`src/hw/rsl_pkg.sv`:
```
// Constants and types shared by the reset-state loader files.
// Assumes an 8-bit register view and a 13-bit program counter in the core.
package rsl_pkg;

  // Program counter width and load targets
  localparam int unsigned PC_W         = 13;
  localparam logic [12:0] RESET_VECTOR = 13'h0000;
  localparam logic [12:0] IRQ_VECTOR   = 13'h0004;
  localparam logic [12:0] PC_STEP      = 13'h0001;

  // Processor status layout
  localparam int unsigned ST_TO_BIT    = 4;
  localparam int unsigned ST_PD_BIT    = 3;
  localparam logic [7:0]  ST_BANK_MASK = 8'he0;
  localparam logic [7:0]  ST_WR_MASK   = 8'he7;
  localparam logic [7:0]  ST_RESET     = 8'h18;

  // Power/reset status layout
  localparam int unsigned POWER_RESET_STATUS_REG_BOR_BIT   = 0;
  localparam int unsigned POWER_RESET_STATUS_REG_POR_BIT   = 1;
  localparam int unsigned POWER_RESET_STATUS_REG_PER_BIT   = 2;
  localparam int unsigned POWER_RESET_STATUS_REG_CFG_BIT   = 7;
  localparam logic [7:0]  POWER_RESET_STATUS_REG_IMPL_MASK = 8'h07;
  localparam logic [7:0]  POWER_RESET_STATUS_REG_RESET     = 8'h04;

  // Interrupt control and peripheral flag layouts
  localparam int unsigned GIE_BIT          = 7;
  localparam logic [7:0]  IRQCON_FLAG_MASK = 8'h07;
  localparam logic [7:0]  IRQCON_KEEP_MASK = 8'h01;
  localparam logic [7:0]  PIR_IMPL_MASK    = 8'h40;
  localparam logic [7:0]  PORTA_IMPL_MASK  = 8'h1f;
  localparam logic [7:0]  ALL_ONES         = 8'hff;
  localparam logic [7:0]  ALL_ZERO         = 8'h00;

  // Register port map
  localparam logic [3:0] ADDR_STATUS    = 4'h0;
  localparam logic [3:0] ADDR_POWER_RESET_STATUS_REG      = 4'h1;
  localparam logic [3:0] ADDR_IRQCON    = 4'h2;
  localparam logic [3:0] ADDR_PIR       = 4'h3;
  localparam logic [3:0] ADDR_PIE       = 4'h4;
  localparam logic [3:0] ADDR_OPTION    = 4'h5;
  localparam logic [3:0] ADDR_PORTA_DIR = 4'h6;
  localparam logic [3:0] ADDR_PORTB_DIR = 4'h7;
  localparam logic [3:0] ADDR_EV_STATUS = 4'h8;
  localparam logic [3:0] ADDR_EV_MASK   = 4'h9;

  // Event status bit positions
  localparam int unsigned EV_POR      = 0;
  localparam int unsigned EV_BOR      = 1;
  localparam int unsigned EV_PARITY   = 2;
  localparam int unsigned EV_EXT      = 3;
  localparam int unsigned EV_WDT_RST  = 4;
  localparam int unsigned EV_WDT_WAKE = 5;
  localparam int unsigned EV_IRQ_WAKE = 6;
  localparam logic [7:0]  EV_MASK     = 8'h7f;

  // Reset or wake-up cause picked this cycle
  typedef enum {
    cause_none,
    cause_por,
    cause_bor,
    cause_parity,
    cause_ext_run,
    cause_ext_sleep,
    cause_wdt_reset,
    cause_wdt_wake,
    cause_irq_wake
  } rsl_cause_t;

endpackage

```
`src/hw/rsl_cause_sel.sv`:
```
// Priority selection of the reset or wake-up cause for one cycle.
// Assumes every cause input is a one-cycle request synchronous to the clock.
`timescale 1ns/10ps
module rsl_cause_sel
  import rsl_pkg::*;
#(
  parameter bit HAS_POWER_RESET_STATUS_REG = 1'b1
) (
  // Cause requests
  input  wire logic por_i,
  input  wire logic brownout_i,
  input  wire logic parity_err_i,
  input  wire logic external_reset_pin_i,
  input  wire logic wdt_timeout_i,
  input  wire logic irq_wake_i,
  // Core state
  input  wire logic asleep_i,
  // Selected cause
  output rsl_cause_t cause_o
);

  wire logic bor_live;
  assign bor_live = brownout_i & HAS_POWER_RESET_STATUS_REG;

  // Power-on first, then brown-out, parity, pin, watchdog, interrupt
  assign cause_o = por_i                ? cause_por :
                   bor_live             ? cause_bor :
                   parity_err_i         ? cause_parity :
                   external_reset_pin_i ? (asleep_i ? cause_ext_sleep : cause_ext_run) :
                   wdt_timeout_i        ? (asleep_i ? cause_wdt_wake : cause_wdt_reset) :
                   (irq_wake_i & asleep_i) ? cause_irq_wake : cause_none;

endmodule // rsl_cause_sel

```
`src/hw/rsl_loader.sv`:
```
// Reset-state loader: decides PC, status and flag registers after each reset or wake-up.
// Assumes one-cycle cause requests from the detectors and a core that obeys pc_load_o.
//
// The register offsets and strobed register access are this design's own decisions.
`timescale 1ns/10ps
module rsl_loader
  import rsl_pkg::*;
#(
  parameter bit HAS_POWER_RESET_STATUS_REG = 1'b1
) (
  // Clock and reset
  input  wire logic            clk_i,
  input  wire logic            reset_i,
  // Cause detectors
  input  wire logic            por_i,
  input  wire logic            brownout_i,
  input  wire logic            parity_err_i,
  input  wire logic            external_reset_pin_i,
  input  wire logic            wdt_timeout_i,
  input  wire logic            irq_wake_i,
  // Core state
  input  wire logic            asleep_i,
  input  wire logic [PC_W-1:0] pc_i,
  input  wire logic            parity_en_cfg_i,
  // Flags of the waking source
  input  wire logic [7:0]      wake_irq_flags_i,
  input  wire logic [7:0]      wake_periph_flags_i,
  // Register port
  input  wire logic [3:0]      addr_i,
  input  wire logic [7:0]      wdata_i,
  input  wire logic            wr_i,
  input  wire logic            rd_i,
  output logic      [7:0]      rdata_o,
  // Program counter load
  output logic                 pc_load_o,
  output logic      [PC_W-1:0] pc_value_o,
  // Register contents
  output logic      [7:0]      status_o,
  output logic      [7:0]      power_reset_status_reg_o,
  output logic      [7:0]      irq_control_reg_o,
  output logic      [7:0]      periph_irq_flag_reg_o,
  output logic      [7:0]      periph_irq_enable_reg_o,
  output logic      [7:0]      option_o,
  output logic      [7:0]      port_a_direction_o,
  output logic      [7:0]      port_b_direction_o,
  // Interrupt
  output logic                 irq_o
);

  // Next instruction address
  function automatic logic [PC_W-1:0] pc_inc(input logic [PC_W-1:0] pc);
    pc_inc = pc + PC_STEP;
  endfunction

  // Merge a written byte into a register under a write mask
  function automatic logic [7:0] merge(input logic [7:0] old, input logic [7:0] wd, input logic [7:0] msk);
    merge = (old & ~msk) | (wd & msk);
  endfunction

  rsl_cause_t cause;
  logic [7:0] ev_status;
  logic [7:0] ev_mask;
  logic [7:0] next_status;
  logic [7:0] next_power_reset_status_reg;
  logic [7:0] next_irqcon;
  logic [7:0] next_pir;
  logic [7:0] next_pie;
  logic [7:0] next_option;
  logic [7:0] next_porta;
  logic [7:0] next_portb;
  logic [7:0] ev_set;

  // Cause selection
  rsl_cause_sel #(
    .HAS_POWER_RESET_STATUS_REG (HAS_POWER_RESET_STATUS_REG)
  ) u_cause (
    .por_i                (por_i),
    .brownout_i           (brownout_i),
    .parity_err_i         (parity_err_i),
    .external_reset_pin_i (external_reset_pin_i),
    .wdt_timeout_i        (wdt_timeout_i),
    .irq_wake_i           (irq_wake_i),
    .asleep_i             (asleep_i),
    .cause_o              (cause)
  );

  // Address decode for writes
  wire logic wr_status = wr_i && (addr_i == ADDR_STATUS);
  wire logic wr_power_reset_status_reg   = wr_i && (addr_i == ADDR_POWER_RESET_STATUS_REG);
  wire logic wr_irqcon = wr_i && (addr_i == ADDR_IRQCON);
  wire logic wr_pir    = wr_i && (addr_i == ADDR_PIR);
  wire logic wr_pie    = wr_i && (addr_i == ADDR_PIE);
  wire logic wr_option = wr_i && (addr_i == ADDR_OPTION);
  wire logic wr_porta  = wr_i && (addr_i == ADDR_PORTA_DIR);
  wire logic wr_portb  = wr_i && (addr_i == ADDR_PORTB_DIR);
  wire logic wr_evst   = wr_i && (addr_i == ADDR_EV_STATUS);
  wire logic wr_evmask = wr_i && (addr_i == ADDR_EV_MASK);

  // Cause classes
  wire logic global_irq_enable = irq_control_reg_o[GIE_BIT];
  wire logic is_wake  = (cause == cause_wdt_wake) || (cause == cause_irq_wake);
  wire logic is_reset = (cause != cause_none) && !is_wake;

  wire logic [PC_W-1:0] wake_target = ((cause == cause_irq_wake) && global_irq_enable) ? IRQ_VECTOR : pc_inc(pc_i);
  wire logic [PC_W-1:0] next_pc     = is_wake ? wake_target : RESET_VECTOR;

  // Software-written values, before any cause is applied
  wire logic [7:0] sw_status = wr_status ? merge(status_o, wdata_i, ST_WR_MASK) : status_o;
  wire logic [7:0] sw_power_reset_status_reg   = wr_power_reset_status_reg ? (wdata_i & POWER_RESET_STATUS_REG_IMPL_MASK) : power_reset_status_reg_o;
  wire logic [7:0] sw_irqcon = wr_irqcon ? wdata_i : irq_control_reg_o;
  wire logic [7:0] sw_pir    = wr_pir ? (wdata_i & PIR_IMPL_MASK) : periph_irq_flag_reg_o;

  // waking source flags, masked to implemented flag bits
  wire logic [7:0] wake_irq_bits = is_wake ? (wake_irq_flags_i & IRQCON_FLAG_MASK) : ALL_ZERO;
  wire logic [7:0] wake_pir_bits = is_wake ? (wake_periph_flags_i & PIR_IMPL_MASK) : ALL_ZERO;

  // Processor status update per cause
  always_comb begin
    next_status = sw_status;
    case (cause)
      cause_por, cause_bor: begin
        next_status = (sw_status & ~ST_BANK_MASK) | ST_RESET;
      end
      cause_ext_run: begin
        next_status = sw_status & ~ST_BANK_MASK;
      end
      cause_ext_sleep: begin
        next_status = sw_status & ~ST_BANK_MASK;
        next_status[ST_TO_BIT] = 1'b1;
        next_status[ST_PD_BIT] = 1'b0;
      end
      cause_wdt_reset: begin
        next_status = sw_status & ~ST_BANK_MASK;
        next_status[ST_TO_BIT] = 1'b0;
        next_status[ST_PD_BIT] = 1'b1;
      end
      cause_wdt_wake: begin
        next_status[ST_TO_BIT] = 1'b0;
        next_status[ST_PD_BIT] = 1'b0;
      end
      cause_irq_wake, cause_parity: begin
        next_status[ST_TO_BIT] = 1'b1;
        next_status[ST_PD_BIT] = 1'b0;
      end
      default: begin
        next_status = sw_status;
      end
    endcase
  end

  // Power/reset status update per cause
  always_comb begin
    next_power_reset_status_reg = sw_power_reset_status_reg;
    case (cause)
      // power-on clears its flag and sets parity flag
      cause_por: begin
        next_power_reset_status_reg[POWER_RESET_STATUS_REG_POR_BIT] = 1'b0;
        next_power_reset_status_reg[POWER_RESET_STATUS_REG_PER_BIT] = 1'b1;
      end
      // brown-out clears only its own flag
      cause_bor: begin
        next_power_reset_status_reg[POWER_RESET_STATUS_REG_BOR_BIT] = 1'b0;
      end
      // parity reset clears only its own flag
      cause_parity: begin
        next_power_reset_status_reg[POWER_RESET_STATUS_REG_PER_BIT] = 1'b0;
      end
      default: begin
        next_power_reset_status_reg = sw_power_reset_status_reg;
      end
    endcase
    // reduced build holds no power flags
    if (!HAS_POWER_RESET_STATUS_REG) begin
      next_power_reset_status_reg = ALL_ZERO;
    end
  end

  // Control and direction registers: reset image, else software, then wake flags
  always_comb begin
    next_irqcon = sw_irqcon | wake_irq_bits;
    next_pir    = sw_pir | wake_pir_bits;
    next_pie    = wr_pie ? (wdata_i & PIR_IMPL_MASK) : periph_irq_enable_reg_o;
    next_option = wr_option ? wdata_i : option_o;
    next_porta  = wr_porta ? (wdata_i & PORTA_IMPL_MASK) : port_a_direction_o;
    next_portb  = wr_portb ? wdata_i : port_b_direction_o;
    // reset image: ones in option and directions, enables cleared
    if (is_reset) begin
      next_irqcon = sw_irqcon & IRQCON_KEEP_MASK;
      next_pir    = ALL_ZERO;
      next_pie    = ALL_ZERO;
      next_option = ALL_ONES;
      next_porta  = PORTA_IMPL_MASK;
      next_portb  = ALL_ONES;
    end
  end

  // Event bits for the interrupt status register
  always_comb begin
    ev_set = ALL_ZERO;
    ev_set[EV_POR]      = (cause == cause_por);
    ev_set[EV_BOR]      = (cause == cause_bor);
    ev_set[EV_PARITY]   = (cause == cause_parity);
    ev_set[EV_EXT]      = (cause == cause_ext_run) || (cause == cause_ext_sleep);
    ev_set[EV_WDT_RST]  = (cause == cause_wdt_reset);
    ev_set[EV_WDT_WAKE] = (cause == cause_wdt_wake);
    ev_set[EV_IRQ_WAKE] = (cause == cause_irq_wake);
  end

  // Write-one-to-clear; a new event in the same cycle wins
  wire logic [7:0] next_ev_status = ((ev_status & ~(wr_evst ? wdata_i : ALL_ZERO)) | ev_set) & EV_MASK;
  wire logic [7:0] next_ev_mask   = wr_evmask ? (wdata_i & EV_MASK) : ev_mask;

  // read mux; unimplemented bits and unmapped addresses read zero
  wire logic [7:0] power_reset_status_reg_view = HAS_POWER_RESET_STATUS_REG ? (power_reset_status_reg_o | ({7'h00, parity_en_cfg_i} << POWER_RESET_STATUS_REG_CFG_BIT)) : ALL_ZERO;
  wire logic [7:0] rd_mux =
    (addr_i == ADDR_STATUS)    ? status_o :
    (addr_i == ADDR_POWER_RESET_STATUS_REG)      ? power_reset_status_reg_view :
    (addr_i == ADDR_IRQCON)    ? irq_control_reg_o :
    (addr_i == ADDR_PIR)       ? periph_irq_flag_reg_o :
    (addr_i == ADDR_PIE)       ? periph_irq_enable_reg_o :
    (addr_i == ADDR_OPTION)    ? option_o :
    (addr_i == ADDR_PORTA_DIR) ? port_a_direction_o :
    (addr_i == ADDR_PORTB_DIR) ? port_b_direction_o :
    (addr_i == ADDR_EV_STATUS) ? ev_status :
    (addr_i == ADDR_EV_MASK)   ? ev_mask : ALL_ZERO;

  // Register state and outputs
  always_ff @(posedge clk_i) begin
    if (reset_i) begin
      status_o                <= ST_RESET;
      power_reset_status_reg_o                  <= HAS_POWER_RESET_STATUS_REG ? POWER_RESET_STATUS_REG_RESET : ALL_ZERO;
      irq_control_reg_o       <= ALL_ZERO;
      periph_irq_flag_reg_o   <= ALL_ZERO;
      periph_irq_enable_reg_o <= ALL_ZERO;
      option_o                <= ALL_ONES;
      port_a_direction_o      <= PORTA_IMPL_MASK;
      port_b_direction_o      <= ALL_ONES;
      ev_status               <= ALL_ZERO;
      ev_mask                 <= ALL_ZERO;
      pc_load_o               <= 1'b0;
      pc_value_o              <= RESET_VECTOR;
      rdata_o                 <= ALL_ZERO;
      irq_o                   <= 1'b0;
    end else begin
      status_o                <= next_status;
      power_reset_status_reg_o                  <= next_power_reset_status_reg;
      irq_control_reg_o       <= next_irqcon;
      periph_irq_flag_reg_o   <= next_pir;
      periph_irq_enable_reg_o <= next_pie;
      option_o                <= next_option;
      port_a_direction_o      <= next_porta;
      port_b_direction_o      <= next_portb;
      ev_status               <= next_ev_status;
      ev_mask                 <= next_ev_mask;
      pc_load_o               <= (cause != cause_none);
      pc_value_o              <= (cause != cause_none) ? next_pc : pc_value_o;
      rdata_o                 <= rd_i ? rd_mux : ALL_ZERO;
      irq_o                   <= |(next_ev_status & next_ev_mask);
    end
  end

  a_ext_run_load: assert property (@(posedge clk_i) disable iff (reset_i)
    (cause == cause_ext_run) |=> (pc_load_o && pc_value_o == RESET_VECTOR
      && (status_o & ST_BANK_MASK) == ALL_ZERO && power_reset_status_reg_o == $past(power_reset_status_reg_o)
      && status_o[ST_TO_BIT] == $past(status_o[ST_TO_BIT])))
    else $error("pin reset while running loaded wrong state");

  a_ext_sleep_load: assert property (@(posedge clk_i) disable iff (reset_i)
    (cause == cause_ext_sleep && !wr_i) |=> (pc_value_o == RESET_VECTOR && status_o[ST_TO_BIT]
      && !status_o[ST_PD_BIT] && status_o[2:0] == $past(status_o[2:0])))
    else $error("pin reset while asleep loaded wrong state");

  a_irq_wake_next: assert property (@(posedge clk_i) disable iff (reset_i)
    (cause == cause_irq_wake && !global_irq_enable) |=> (pc_load_o && pc_value_o == pc_inc($past(pc_i))
      && status_o[ST_TO_BIT] && !status_o[ST_PD_BIT] && power_reset_status_reg_o == $past(power_reset_status_reg_o)))
    else $error("interrupt wake did not continue at next address");

  a_irq_wake_vector: assert property (@(posedge clk_i) disable iff (reset_i)
    (cause == cause_irq_wake && global_irq_enable) |=> (pc_load_o && pc_value_o == IRQ_VECTOR))
    else $error("interrupt wake did not jump to vector");

  a_wake_flags_kept: assert property (@(posedge clk_i) disable iff (reset_i)
    is_wake |=> ((irq_control_reg_o & $past(wake_irq_bits)) == $past(wake_irq_bits)
      && (periph_irq_flag_reg_o & $past(wake_pir_bits)) == $past(wake_pir_bits)))
    else $error("waking source flag bits not set");

  a_unimpl_zero: assert property (@(posedge clk_i) disable iff (reset_i)
    rd_i |=> ((rdata_o & ~POWER_RESET_STATUS_REG_IMPL_MASK & ~(ALL_ONES & 8'h80)) == ALL_ZERO || $past(addr_i) != ADDR_POWER_RESET_STATUS_REG)
      && ((port_a_direction_o & ~PORTA_IMPL_MASK) == ALL_ZERO)
      && ((periph_irq_flag_reg_o & ~PIR_IMPL_MASK) == ALL_ZERO))
    else $error("unimplemented bits not zero");

  // reduced build carries no power flags and ignores brown-out
  a_reduced_build: assert property (@(posedge clk_i) disable iff (reset_i)
    (!HAS_POWER_RESET_STATUS_REG && brownout_i && !por_i && !parity_err_i && !external_reset_pin_i
      && !wdt_timeout_i && !irq_wake_i) |=> (!pc_load_o && power_reset_status_reg_o == ALL_ZERO))
    else $error("reduced build reacted to brown-out");

  // power-on flag falls only on power-on reset or a software write
  a_por_flag_clear: assert property (@(posedge clk_i) disable iff (reset_i)
    $fell(power_reset_status_reg_o[POWER_RESET_STATUS_REG_POR_BIT]) |-> ($past(cause == cause_por) || $past(wr_power_reset_status_reg)))
    else $error("power-on flag cleared by another cause");

  // parity flag cleared by parity reset, set by power-on
  a_parity_flag: assert property (@(posedge clk_i) disable iff (reset_i || !HAS_POWER_RESET_STATUS_REG)
    ((cause == cause_parity) |=> !power_reset_status_reg_o[POWER_RESET_STATUS_REG_PER_BIT]) and ((cause == cause_por) |=> power_reset_status_reg_o[POWER_RESET_STATUS_REG_PER_BIT]))
    else $error("parity flag not handled by reset");

  a_por_image: assert property (@(posedge clk_i) disable iff (reset_i)
    (cause == cause_por) |=> (pc_value_o == RESET_VECTOR && status_o[ST_TO_BIT] && status_o[ST_PD_BIT]
      && option_o == ALL_ONES && port_b_direction_o == ALL_ONES && !irq_control_reg_o[GIE_BIT]
      && periph_irq_enable_reg_o == ALL_ZERO))
    else $error("power-on image wrong");

  a_wdt_bor_image: assert property (@(posedge clk_i) disable iff (reset_i)
    ((cause == cause_wdt_reset) |=> (!status_o[ST_TO_BIT] && status_o[ST_PD_BIT]))
    and ((cause == cause_bor && !wr_i) |=> (!power_reset_status_reg_o[POWER_RESET_STATUS_REG_BOR_BIT]
      && power_reset_status_reg_o[POWER_RESET_STATUS_REG_PER_BIT:POWER_RESET_STATUS_REG_POR_BIT] == $past(power_reset_status_reg_o[POWER_RESET_STATUS_REG_PER_BIT:POWER_RESET_STATUS_REG_POR_BIT]))))
    else $error("watchdog or brown-out image wrong");

endmodule // rsl_loader

```
`config.mk`:
```
export PLATFORM = sky130hd
export DESIGN_NAME = rsl_loader
export DESIGN_NICKNAME = d
export VERILOG_FILES = /design/src/hw/rsl_pkg.sv /design/src/hw/rsl_cause_sel.sv /design/src/hw/rsl_loader.sv
export SDC_FILE = /design/constraint.sdc
export NUM_CORES = 1
export LEC_CHECK = 0
export BUFFER_PORTS_ARGS = -buffer_cell sky130_fd_sc_hd__buf_2
export CAP_MARGIN = 0
export CORE_MARGIN = 2
export CORE_UTILIZATION = 45
export DETAILED_ROUTE_END_ITERATION = 8
export PLACE_DENSITY = 0.85
export RECOVER_POWER = 25
export SYNTH_ARGS = -nofsm -noshare
export SYNTH_HDL_FRONTEND = slang
export SYNTH_SLANG_ARGS = --single-unit
```
`constraint.sdc`:
```
create_clock -name clk_i -period 2.6 [get_ports clk_i]
set_input_delay 0.52 -clock clk_i [delete_from_list [all_inputs] [get_ports clk_i]]
set_output_delay 0.52 -clock clk_i [all_outputs]
set_load 0.05 [all_outputs]
```
Word level (Yosys, flattened, before mapping) --
Index checks and enable logic that the tools add are counted. W data, S select, Z words.
Storage, ports and cells: output and inout port bits 87, input bits 53, logic and storage cells 113, register bits after elaboration 87
Operators by class: add/sub/neg operators 1, eq/ne operators 25, reductions and logical operators 27, bitwise gates (word level) 10, muxes and demuxes 31
Operators with widths (count):
- $eq A32 B3 Y1 const B | 6
- $eq A32 B4 Y1 const B | 5
- $mux W32 | 5
- $mux W8 | 13
- $eq A32 B2 Y1 const B | 3
- $eq A32 B1 Y1 const B | 1
- $eq A32 B5 Y1 const B | 1
- $reduce_bool A32 Y1 | 1
- $mux W13 | 2
- $eq A4 B3 Y1 const B | 4
- $mux W7 | 2
- $add A13 B1 Y13 const B | 1
- $logic_and A1 B1 Y1 | 12
- $reduce_or A2 Y1 | 5
- $and A7 B8 Y8 | 1
- $eq A4 B2 Y1 const B | 2
- $eq A4 B4 Y1 const B | 2
- $or A3 B8 Y8 | 1
- $or A5 B8 Y8 | 1
- $or A8 B3 Y8 | 1
- $or A8 B7 Y8 | 1
- $pmux W2 S4 | 1
- $reduce_or A8 Y1 | 1
- $and A7 B7 Y7 | 1
- other kinds (17) | 21

Logic depth before layout (Yosys ltp) --
Gate-level depths: netlist of the first run.
depth after elaboration 12, depth in mapped cells 8, depth with buffers taken out 6

Modules after synthesis --
From an unflattened synthesis of the first run, not the netlist that was laid out.
Unflattened totals: cell total of the unflattened synthesis 555, area, all modules 4635.7 um^2
Modules (own cells, without submodules):
- rsl_loader | sequential area each 1581.5 um^2, instances 1, area each 4355.4 um^2, cells an instance 515
- rsl_cause_sel | sequential area each 0.0 um^2, instances 1, area each 280.3 um^2, cells an instance 40

Least setup slack after synthesis of the first run --
No wires, ideal clock.
path kind input port to flip-flop, start point input port addr_i[3], end point register irq_o, arrival 1.976 ns, buffers on the path 2, slack 0.486 ns, library setup time 0.138 ns, required time 2.462 ns, cell stages on the path 7, cell sequence buf_4 or3b_1 buf_6 nor2_8 mux2_2 o2bb2a_1 a41oi_2
Between the ends: word-level cells in the longest chain between the ends 8, elaborated cells on any way between the ends 11, classes of those cells 2 x eq/ne; 2 x mux; 4 x bitwise; 3 x reduce/logical
Ends and longest elaborated chain:
- from (decl) | line rsl_loader.sv:29 | input wire logic [3:0] addr_i,
- $eq A4 B4 Y1 | line rsl_loader.sv:96 | wire logic wr_evst = wr_i && (addr_i == ADDR_EV_STATUS);
- $logic_and A1 B1 Y1 | line rsl_loader.sv:96
- $mux W7 | line rsl_loader.sv:210 | wire logic [7:0] next_ev_status = ((ev_status & ~(wr_evst ? wdata_i : ALL_ZERO)) | ev_set) & EV_MASK;
- $not A7 Y7 | line rsl_loader.sv:210
- $and A7 B7 Y7 | line rsl_loader.sv:210
- $or A7 B7 Y7 | line rsl_loader.sv:210
- $and A7 B8 Y8 (*) | line rsl_loader.sv:258 | irq_o <= |(next_ev_status & next_ev_mask);
- $reduce_or A8 Y1 (*) | line rsl_loader.sv:258
- to (signal assigned) | line rsl_loader.sv:258
- to (decl) | line rsl_loader.sv:47 | output logic irq_o
Every way passes the cells marked *; elsewhere a longest branch is shown, timed or not. A chain may end at the register's enable or synchronous reset.

Worst setup path in the final report of the first run --
start point input port addr_i[1], end point register irq_o
The elaborated chain is that of the path after synthesis.

==> results.ini, run 1 <==
[outcome]
status=finished clean

[detailed_routing]
vias=3808
route.detailed.drc=0
route.final.wire_length_um=11200
post_drt_wl_per_cell_um=16.5
drtIter0Drc=305
via_per_inst=5.60
ant_nets=0
drt-pass1-iter-count=5

[floorplan]
row_count=34
io_pins=140
initial_core_util_pct=45.8
dieArea_um2=9500
dieHeight_um=97.5
core_area_um2=8590
die_w_um=97.5

[critical_path]
crit_chain=clkbuf_1, or3b_1, nor2_8, mux2_2, o2bb2a_1, a41oi_2
setup.worst_path.class=input pin to register
critPathArrivalTime_ns=2.18
crit_required_ns=2.81
r2r-end=rdata_o[6]$_SDFF_PP0_
cp_slowest_cell=or3b_1
critPathBufInv=1
reg2reg_slack_ns=1.22
crit_family=simple AND/OR/NAND/NOR gates
crit_fanout=8
r2r_cells=4
startpoint_type=input pin
cp-end-kind=register
max_stage_delay_ns=0.58
r2r-start=option_o[6]$_SDFFE_PP1P_

[sta]
timing.final.ws_setup_ns=0.634
fin_worst_skew_ns=0.0104
slew_headroom_pct=54.2
finalSetupTns_ns=0
finalSetupViolations=0
worstMarginPinSlew_ns=0.687
rsz0062_at_grt=false
finalHoldViolCount=0
clock.fmax_mhz=509
min_period_ns=1.97
maxSlewViolCount=0
period_share_pct=75.6

[finish]
drive_above_1_share_pct=21.3
final_nets=621
n_antenna_cell=0
area_growth_pct=17.9

[clock_tree]
cts_hold_buf=0
htreeDepth=3
cts.sink_count=79
clk_pin_slew_ns=0.08
cts_setup_buffers=0
cts_tree=yes
clock_latency_ns=0.36
cts_buffers=9
root_buffer=clkbuf_8
clock_path_buffers=2
cts_resized=0

[synth]
synth_area_um2=3930
synth-seq-cells=79
yosys_warnings=0
syn_area_per_cell_um2=8.35
ys_seq_area_share_pct=40.2
synth_top_area_share_pct=40.2
synth-edff-count=0
synthTopCellsByArea=dfxtp_1, mux2i_1, nand2_1, nor2_1, a22oi_1
synth_cell_types=57
netlist_instances=471
synth_top_cell_by_area=dfxtp_1
async_reset_ff_share_pct=0
dominantRegCellSynth=dfxtp_1

[placement]
place_ws_ns=0.260
portBuffers=105
place_hpwl_um=8530
gp_congestion=0.955

[grt]
grt_usage_pct=23.7
grt_pass1_vias=3716
grt_pass1_wl_um=18100
grt_start_max_net_pins=41
antenna_found_initial=0
grt_overflow=0

[min_path]
whs_path_depth=3
worstHoldStart=wake_irq_flags_i[0]
hp-class=input pin to register
hold_path_end=irq_control_reg_o[0]$_SDFF_PP0_

[run]
maxCapViolations=0

[power_and_ir_drop]
power.density_nw_per_um2=554
ir_drop_uv=254
leakagePower_nw=1.97

[per-stage QoR]
step / area, um2 / instances / util (%) / power (mW) / hold slack [ns]
global route: 4640 / 680 / 54.0 / 2.67 / 0.398
floorplan: 4010 / 492 / - / 1.53 / 0.472
detailed placement: 4460 / 664 / 51.9 / 1.61 / 0.466
global placement: 4460 / 664 / 51.9 / 1.60 / 0.464
finish: 4640 / 680 / 54.0 / 2.57 / 0.402
CTS: 4670 / 680 / 54.3 / 2.59 / 0.399
[final cells by class]
cell class,instances,area (um2)
Clock inverter,7,87.6
Timing Repair Buffer,117,584
Fill cell,831,3960
Clock buffer,9,124
Multi-Input combinational cell,349,2080
Inverter,11,41.3
Tap cell,108,135
Sequential cell,79,1580
[worst reg2reg max path: cells and delay by family, from the launching register on]
kind / cells / cell delay [ns]
AO/OA/AOI/OAI: 3 / 0.62
flip-flops: 1 / 0.34
multiplexers: 1 / 0.27
[cells by family (layout without fill, tap and decap cells)]
family / count (synthesis) / count (layout) / synth area share (%)
simple gates: 178 / 178 / 21.8
compound gates: 106 / 106 / 18.2
flops: 79 / 79 / 40.2
buf+inv: 64 / 144 / 8.81
mux: 31 / 31 / 8.11
xor+xnor: 11 / 11 / 2.45
fa+ha+maj: 1 / 1 / 0.318
other cells: 1 / 22 / 0.0954
[how the worst max path moves through the flow]
| stage | startpoint | endpoint | slack, ns | cells after the start |
|---|---|---|---|---|
| 2_1_floorplan | addr_i[3] | irq_o$_SDFF_PP0_ | 0.49 | 7 |
| 3_3_place_gp | addr_i[1] | irq_o$_SDFF_PP0_ | 0.28 | 6 |
| 3_5_place_dp | addr_i[1] | irq_o$_SDFF_PP0_ | 0.26 | 6 |
| 4_1_cts | addr_i[1] | irq_o$_SDFF_PP0_ | 0.64 | 6 |
| 5_1_grt | addr_i[1] | irq_o$_SDFF_PP0_ | 0.56 | 6 |
| 6_report | addr_i[1] | irq_o$_SDFF_PP0_ | 0.63 | 6 |
[routing by layer]
metal | vias up | global-route usage (%) | routed length, um
met4 | 0 | 10.5 | 367
li1 | 1817 | - | -
met1 | 1760 | 28.1 | 4440
met2 | 196 | 39.8 | 5330
met3 | 35 | 6.98 | 1080
met5 | - | 0 | 0
[synthesized netlist by cell type, types with 2 or more instances]
library cell and count:
nor4_1 2, buf_4 23, nand2b_1 6, nor3_1 12
nand4_1 6, a221oi_1 5, buf_2 4, inv_1 11
o31ai_1 4, or2_2 2, clkbuf_1 21, nor3b_1 2
mux2i_1 24, nand3_1 24, nor2b_1 11, o211ai_1 9
o21ai_0 13, mux2_2 7, dfxtp_1 79, buf_6 2
nand2_1 52, o32ai_1 2, xor2_1 4, a22oi_1 23
o22ai_1 2, nor2_1 49, xnor2_1 7, buf_1 3
a21o_1 4, a21oi_1 31
[cell usage in the layout (no fill, tap or decap), types with 7 or more instances in the layout]
master and count:
xnor2_1 7, nor3_1 12, clkbuf_8 9, o211ai_1 9
buf_2 83, clkbuf_1 23, buf_4 11, a22oi_1 23
nor2b_1 11, nand3_1 24, o21ai_0 13, a21oi_1 31
mux2_2 7, mux2i_1 24, inv_1 11, nor2_1 49
dfxtp_1 79, nand2_1 52, conb_1 22
[state kept, by name, indices dropped and copies added, names as in the netlist]
signal,cells
pc_value_o,13
irq_o,1
ev_mask,7
power_reset_status_reg_o,3
status_o,8
periph_irq_enable_reg_o,1
irq_control_reg_o,8
port_b_direction_o,8
ev_status,7
port_a_direction_o,5
pc_load_o,1
periph_irq_flag_reg_o,1
option_o,8
rdata_o,8
[power by group]
part           leakage, nW  switching (mW)  internal (mW)  total [mW]
Sequential           0.640         0.00731           1.22        1.23
Clock                0.109           0.453          0.533       0.986
Combinational         1.22           0.260         0.0928       0.353
Total                 1.97           0.721           1.85        2.57
No activity file was read; power rests on OpenSTA's default activity.
==> inputs of run 2 (changes only) <==
Settings changed: PLACE_DENSITY 0.85 to 0.88.
Clock period 2.6 ns to 1.8 ns, I/O delays scaled along.
==> run 2 against run 1 <==
Compared with the run above: total power grew 42%; first-iteration DRC count grew 12%; critical endpoint unchanged; worst hold slack lost 0.16 ns; register-to-register slack lost 0.84 ns; largest power group unchanged; count of clock-buffer cells in the layout grew 3; sequential share of layout area shrank 1.6 points; final area grew 5.1%; utilization grew 2.7 points; clock skew grew 0.0011 ns; sequential cell count is the same.
==> results.ini, run 2 (synthesis results as in run 1) <==
[outcome]
status=finished clean

[finish]
drive_above_1_share_pct=25.3
area_growth_pct=23.9
regMostFlops=pc_value_o
final_nets=650
fillCellCount=784
mostFrequentLayoutCells=buf_2, dfxtp_1, nand2_1
final_common_cell=buf_2
largest_reg_flops=13
n_antenna_cell=0

[clock_tree]
cts_resized=0
cts_setup_buffers=0
htreeDepth=3
clk_pin_slew_ns=0.08
cts.sink_count=79
clock_path_buffers=2
cts_tree=yes
clock_latency_ns=0.36
cts_hold_buf=0
cts_buffers=9
root_buffer=clkbuf_8

[critical_path]
crit_required_ns=2.03
cp_slowest_cell=or3b_1
crit_fanout=6
critPathArrivalTime_ns=1.88
max_stage_delay_ns=0.54
critPathBufInv=2
crit_chain=clkbuf_1, or3b_1, buf_4, nor4b_1, o32a_1, a41oi_2
setup.worst_path.class=input pin to register
cp-startpoint=addr_i[1]
crit_family=simple AND/OR/NAND/NOR gates
worstSetupPathDepth=6
cp-end-kind=register
startpoint_type=input pin
r2r-start=option_o[6]$_SDFFE_PP1P_
r2r_cells=4

[sta]
finalSetupViolations=0
finalHoldViolCount=0
worstMarginPinSlew_ns=0.603
slew_headroom_pct=60.0
holdWs_ns=0.247
clock.fmax_mhz=605
period_share_pct=91.9
maxSlewViolCount=0
rsz0062_at_grt=false
min_period_ns=1.65
fin_worst_skew_ns=0.0114

[detailed_routing]
vias=4016
post_drt_wl_per_cell_um=16.9
ant_nets=0
route.detailed.drc=0
drt-pass1-iter-count=5
drtIter0Drc=343
route.final.wire_length_um=12000
via_per_inst=5.66

[run]
maxCapViolations=0

[floorplan]
io_pins=140
row_count=34
dieArea_um2=9500
dieHeight_um=97.5
initial_core_util_pct=45.8
die_w_um=97.5
core_area_um2=8590

[grt]
grt_pass1_wl_um=19200
antenna_found_initial=0
grt_overflow=0
grt_start_max_net_pins=31
grt_pass1_vias=3785
grt_usage_pct=25.0

[min_path]
whs_path_depth=3
hp-class=input pin to register
worstHoldStart=wake_irq_flags_i[0]

[power_and_ir_drop]
switching_share_pct=28.7
power.density_nw_per_um2=750
net-switching-power_mw=1.05
seq_power_share_pct=48.6
leakagePower_nw=2.11
finalPower_mw=3.66
intPower_mw=2.60
p_clk_share_pct=36.0
pwr-share-comb_pct=15.3
ir_drop_uv=341

[placement]
place_hpwl_um=9230
gp_congestion=0.976
portBuffers=105

-- run 2: cell types whose count changed in the layout (fill, tap and decap cells not counted), moves of 2 or more --
cell	change
mux2_2	-3
clkbuf_1	+2
buf_4	+27
mux2_4	+3
-- run 2: final cells by class --
cell class	instances	area [um2]	area share (%)
Clock buffer	12	145	2.98
Clock inverter	4	45.0	0.924
Inverter	11	41.3	0.847
Multi-Input combinational cell	349	2110	43.3
Sequential cell	79	1580	32.5
Tap cell	108	135	2.77
Timing Repair Buffer	146	812	16.7
-- run 2: stage by stage --
step	cells	TNS, ns	setup WS [ns]	instance area (um2)	utilization [%]
final	709	0	0.147	4870	56.7
after global routing	709	0	0.0414	4870	56.7
after CTS	709	0	0.141	4910	57.1
after detailed placement	693	-1.51	-0.236	4720	54.9
after global placement	693	-0.890	-0.231	4720	54.9
after floorplan	492	-0.176	-0.0607	4040	-
-- run 2: worst register-to-register path, stage by stage, from the launching register on --
cell and delay [ns]:
dfxtp_1 0.35, mux2_2 0.27, a221o_1 0.35, o21ai_0 0.18
a221oi_1 0.15
-- run 2: path summary, 6_finish.rpt --
check / end / slack, ns
hold / removal: irq_control_reg_o[0]$_SDFF_PP0_ / 0.25
setup reg to reg: rdata_o[6]$_SDFF_PP0_ / 0.38
setup / recovery: irq_o$_SDFF_PP0_ / 0.15
hold reg to reg: irq_control_reg_o[4]$_SDFFE_PP0P_ / 0.48
-- run 2: power groups by stage --
stage / sequential (mW) / clock (mW) / combinational (mW)
final: 1.78 / 1.32 / 0.560
after global routing: 1.78 / 1.40 / 0.593
after CTS: 1.78 / 1.33 / 0.554
after detailed placement: 1.82 / 0 / 0.552
after global placement: 1.82 / 0 / 0.543
after floorplan: 1.86 / 0 / 0.356
-- run 2: metal layers --
metal  vias to the layer above  global-route usage, %  routed length [um]
met5                         -                      0                   0
met3                        36                   6.04                1190
met2                       225                   40.1                5530
met1                      1888                   32.4                4870
met4                         0                   10.1                 393
li1                       1867                      -                   -
==> inputs of run 3 (changes only) <==
Settings changed: CORE_ASPECT_RATIO set to 0.9.
==> run 3 against run 2 <==
Compared with the run above: register-to-register slack better by 0.06 ns; sequential power hardly changed; routed wire length is 1.3% lower; total power is 2.5% lower; non-clock buffer count is 2 lower; clock power is 7% lower; sequential cell count stayed put; combinational power hardly changed; worst hold slack worse by 0.0092 ns; fmax is 3.7% lower; count of clock-buffer cells in the layout is 2 lower.
==> results.ini, run 3 (synthesis results as in run 1) <==
[outcome]
status=finished clean

[critical_path]
reg2reg_slack_ns=0.44
crit_required_ns=2.03
crit_fanout=8
setup.worst_path.class=input pin to register
cp-end-kind=register
critPathArrivalTime_ns=1.95
startpoint_type=input pin

[power_and_ir_drop]
leakagePower_nw=2.11
ir_drop_uv=400
finalPower_mw=3.57
power.density_nw_per_um2=730

[grt]
grt_start_max_net_pins=26
antenna_found_initial=0
grt_pass1_wl_um=18600
grt_usage_pct=25.3
grt_pass1_vias=3677
grt_overflow=0

[placement]
gp_congestion=0.912
place_hpwl_um=8950
portBuffers=105
place_ws_ns=-0.190

[sta]
min_period_ns=1.72
finalSetupTns_ns=0
holdWs_ns=0.238
fin_worst_skew_ns=0.00502
finalSetupViolations=0
finalHoldViolCount=0
clock.fmax_mhz=582
rsz0062_at_grt=false
maxSlewViolCount=0
worstMarginPinSlew_ns=0.630
timing.final.ws_setup_ns=0.0829
period_share_pct=95.4
slew_headroom_pct=58.0

[clock_tree]
cts.sink_count=79
clk_pin_slew_ns=0.08
cts_buffers=9
cts_tree=yes
htreeDepth=3
clock_path_buffers=2
clock_latency_ns=0.36
cts_setup_buffers=0
root_buffer=clkbuf_8
cts_hold_buf=0
cts_resized=0

[floorplan]
core_area_um2=8530
io_pins=140
row_count=32
dieArea_um2=9500
initial_core_util_pct=46.1
die_w_um=103
dieHeight_um=92.7

[finish]
utilization_pct=57.2
drive_above_1_share_pct=26.0
multiInputGateArea_um2=2110
final_common_cell=buf_2
final_nets=648
regMostFlops=pc_value_o
fillCellCount=794
n_antenna_cell=0
regArea_um2=1580
largest_reg_flops=13
mostFrequentLayoutCells=buf_2, dfxtp_1, nand2_1
area_growth_pct=24.1

[detailed_routing]
route.final.wire_length_um=11800
ant_nets=0
drt-pass1-iter-count=5
route.detailed.drc=0
drtIter0Drc=249
post_drt_wl_per_cell_um=16.5
via_per_inst=5.48
vias=3934

[run]
maxCapViolations=0

[min_path]
hp-class=input pin to register

## run 3: layer usage
metal / global-route usage [%] / share of wire (%)
met5: 0 / 0
met3: 7.70 / 9.6
met2: 40.4 / 46
met1: 31.7 / 41
met4: 9.89 / 2.9
## run 3: path summary, 6_finish.rpt
kind | end | depth (start not counted) | from
hold reg to reg | irq_control_reg_o[5]$_SDFFE_PP0P_ | 2 | irq_control_reg_o[5]$_SDFFE_PP0P_
setup reg to reg | rdata_o[6]$_SDFF_PP0_ | 4 | option_o[6]$_SDFFE_PP1P_
setup / recovery | irq_o$_SDFF_PP0_ | 7 | addr_i[1]
hold / removal | irq_control_reg_o[1]$_SDFF_PP0_ | 3 | wake_irq_flags_i[1]
## run 3: final cells by class
class | instances | share of cell area [%]
Multi-Input combinational cell | 349 | 43.3
Sequential cell | 79 | 32.4
Timing Repair Buffer | 144 | 16.7
Tap cell | 119 | 3.05
Clock buffer | 10 | 2.82
Clock inverter | 6 | 0.948
Inverter | 11 | 0.846
## run 3: critical path, stage by stage
cell and delay (ns):
buf_2 0.11, or3b_1 0.38, buf_4 0.19, o31ai_1 0.33, o21ai_0 0.26, a22oi_2 0.19, a41oi_2 0.13
## run 3: power by group
group / internal (mW) / switching [mW]
clock: 0.542 / 0.687
combinational: 0.168 / 0.389
sequential: 1.77 / 0.0118
## run 3: per-stage QoR
| step | cell area, um2 | cells |
|---|---|---|
| finish | 4880 | 718 |
| global route | 4880 | 718 |
| CTS | 4910 | 718 |
| detailed placement | 4730 | 702 |
| global placement | 4730 | 702 |
| floorplan | 4040 | 492 |
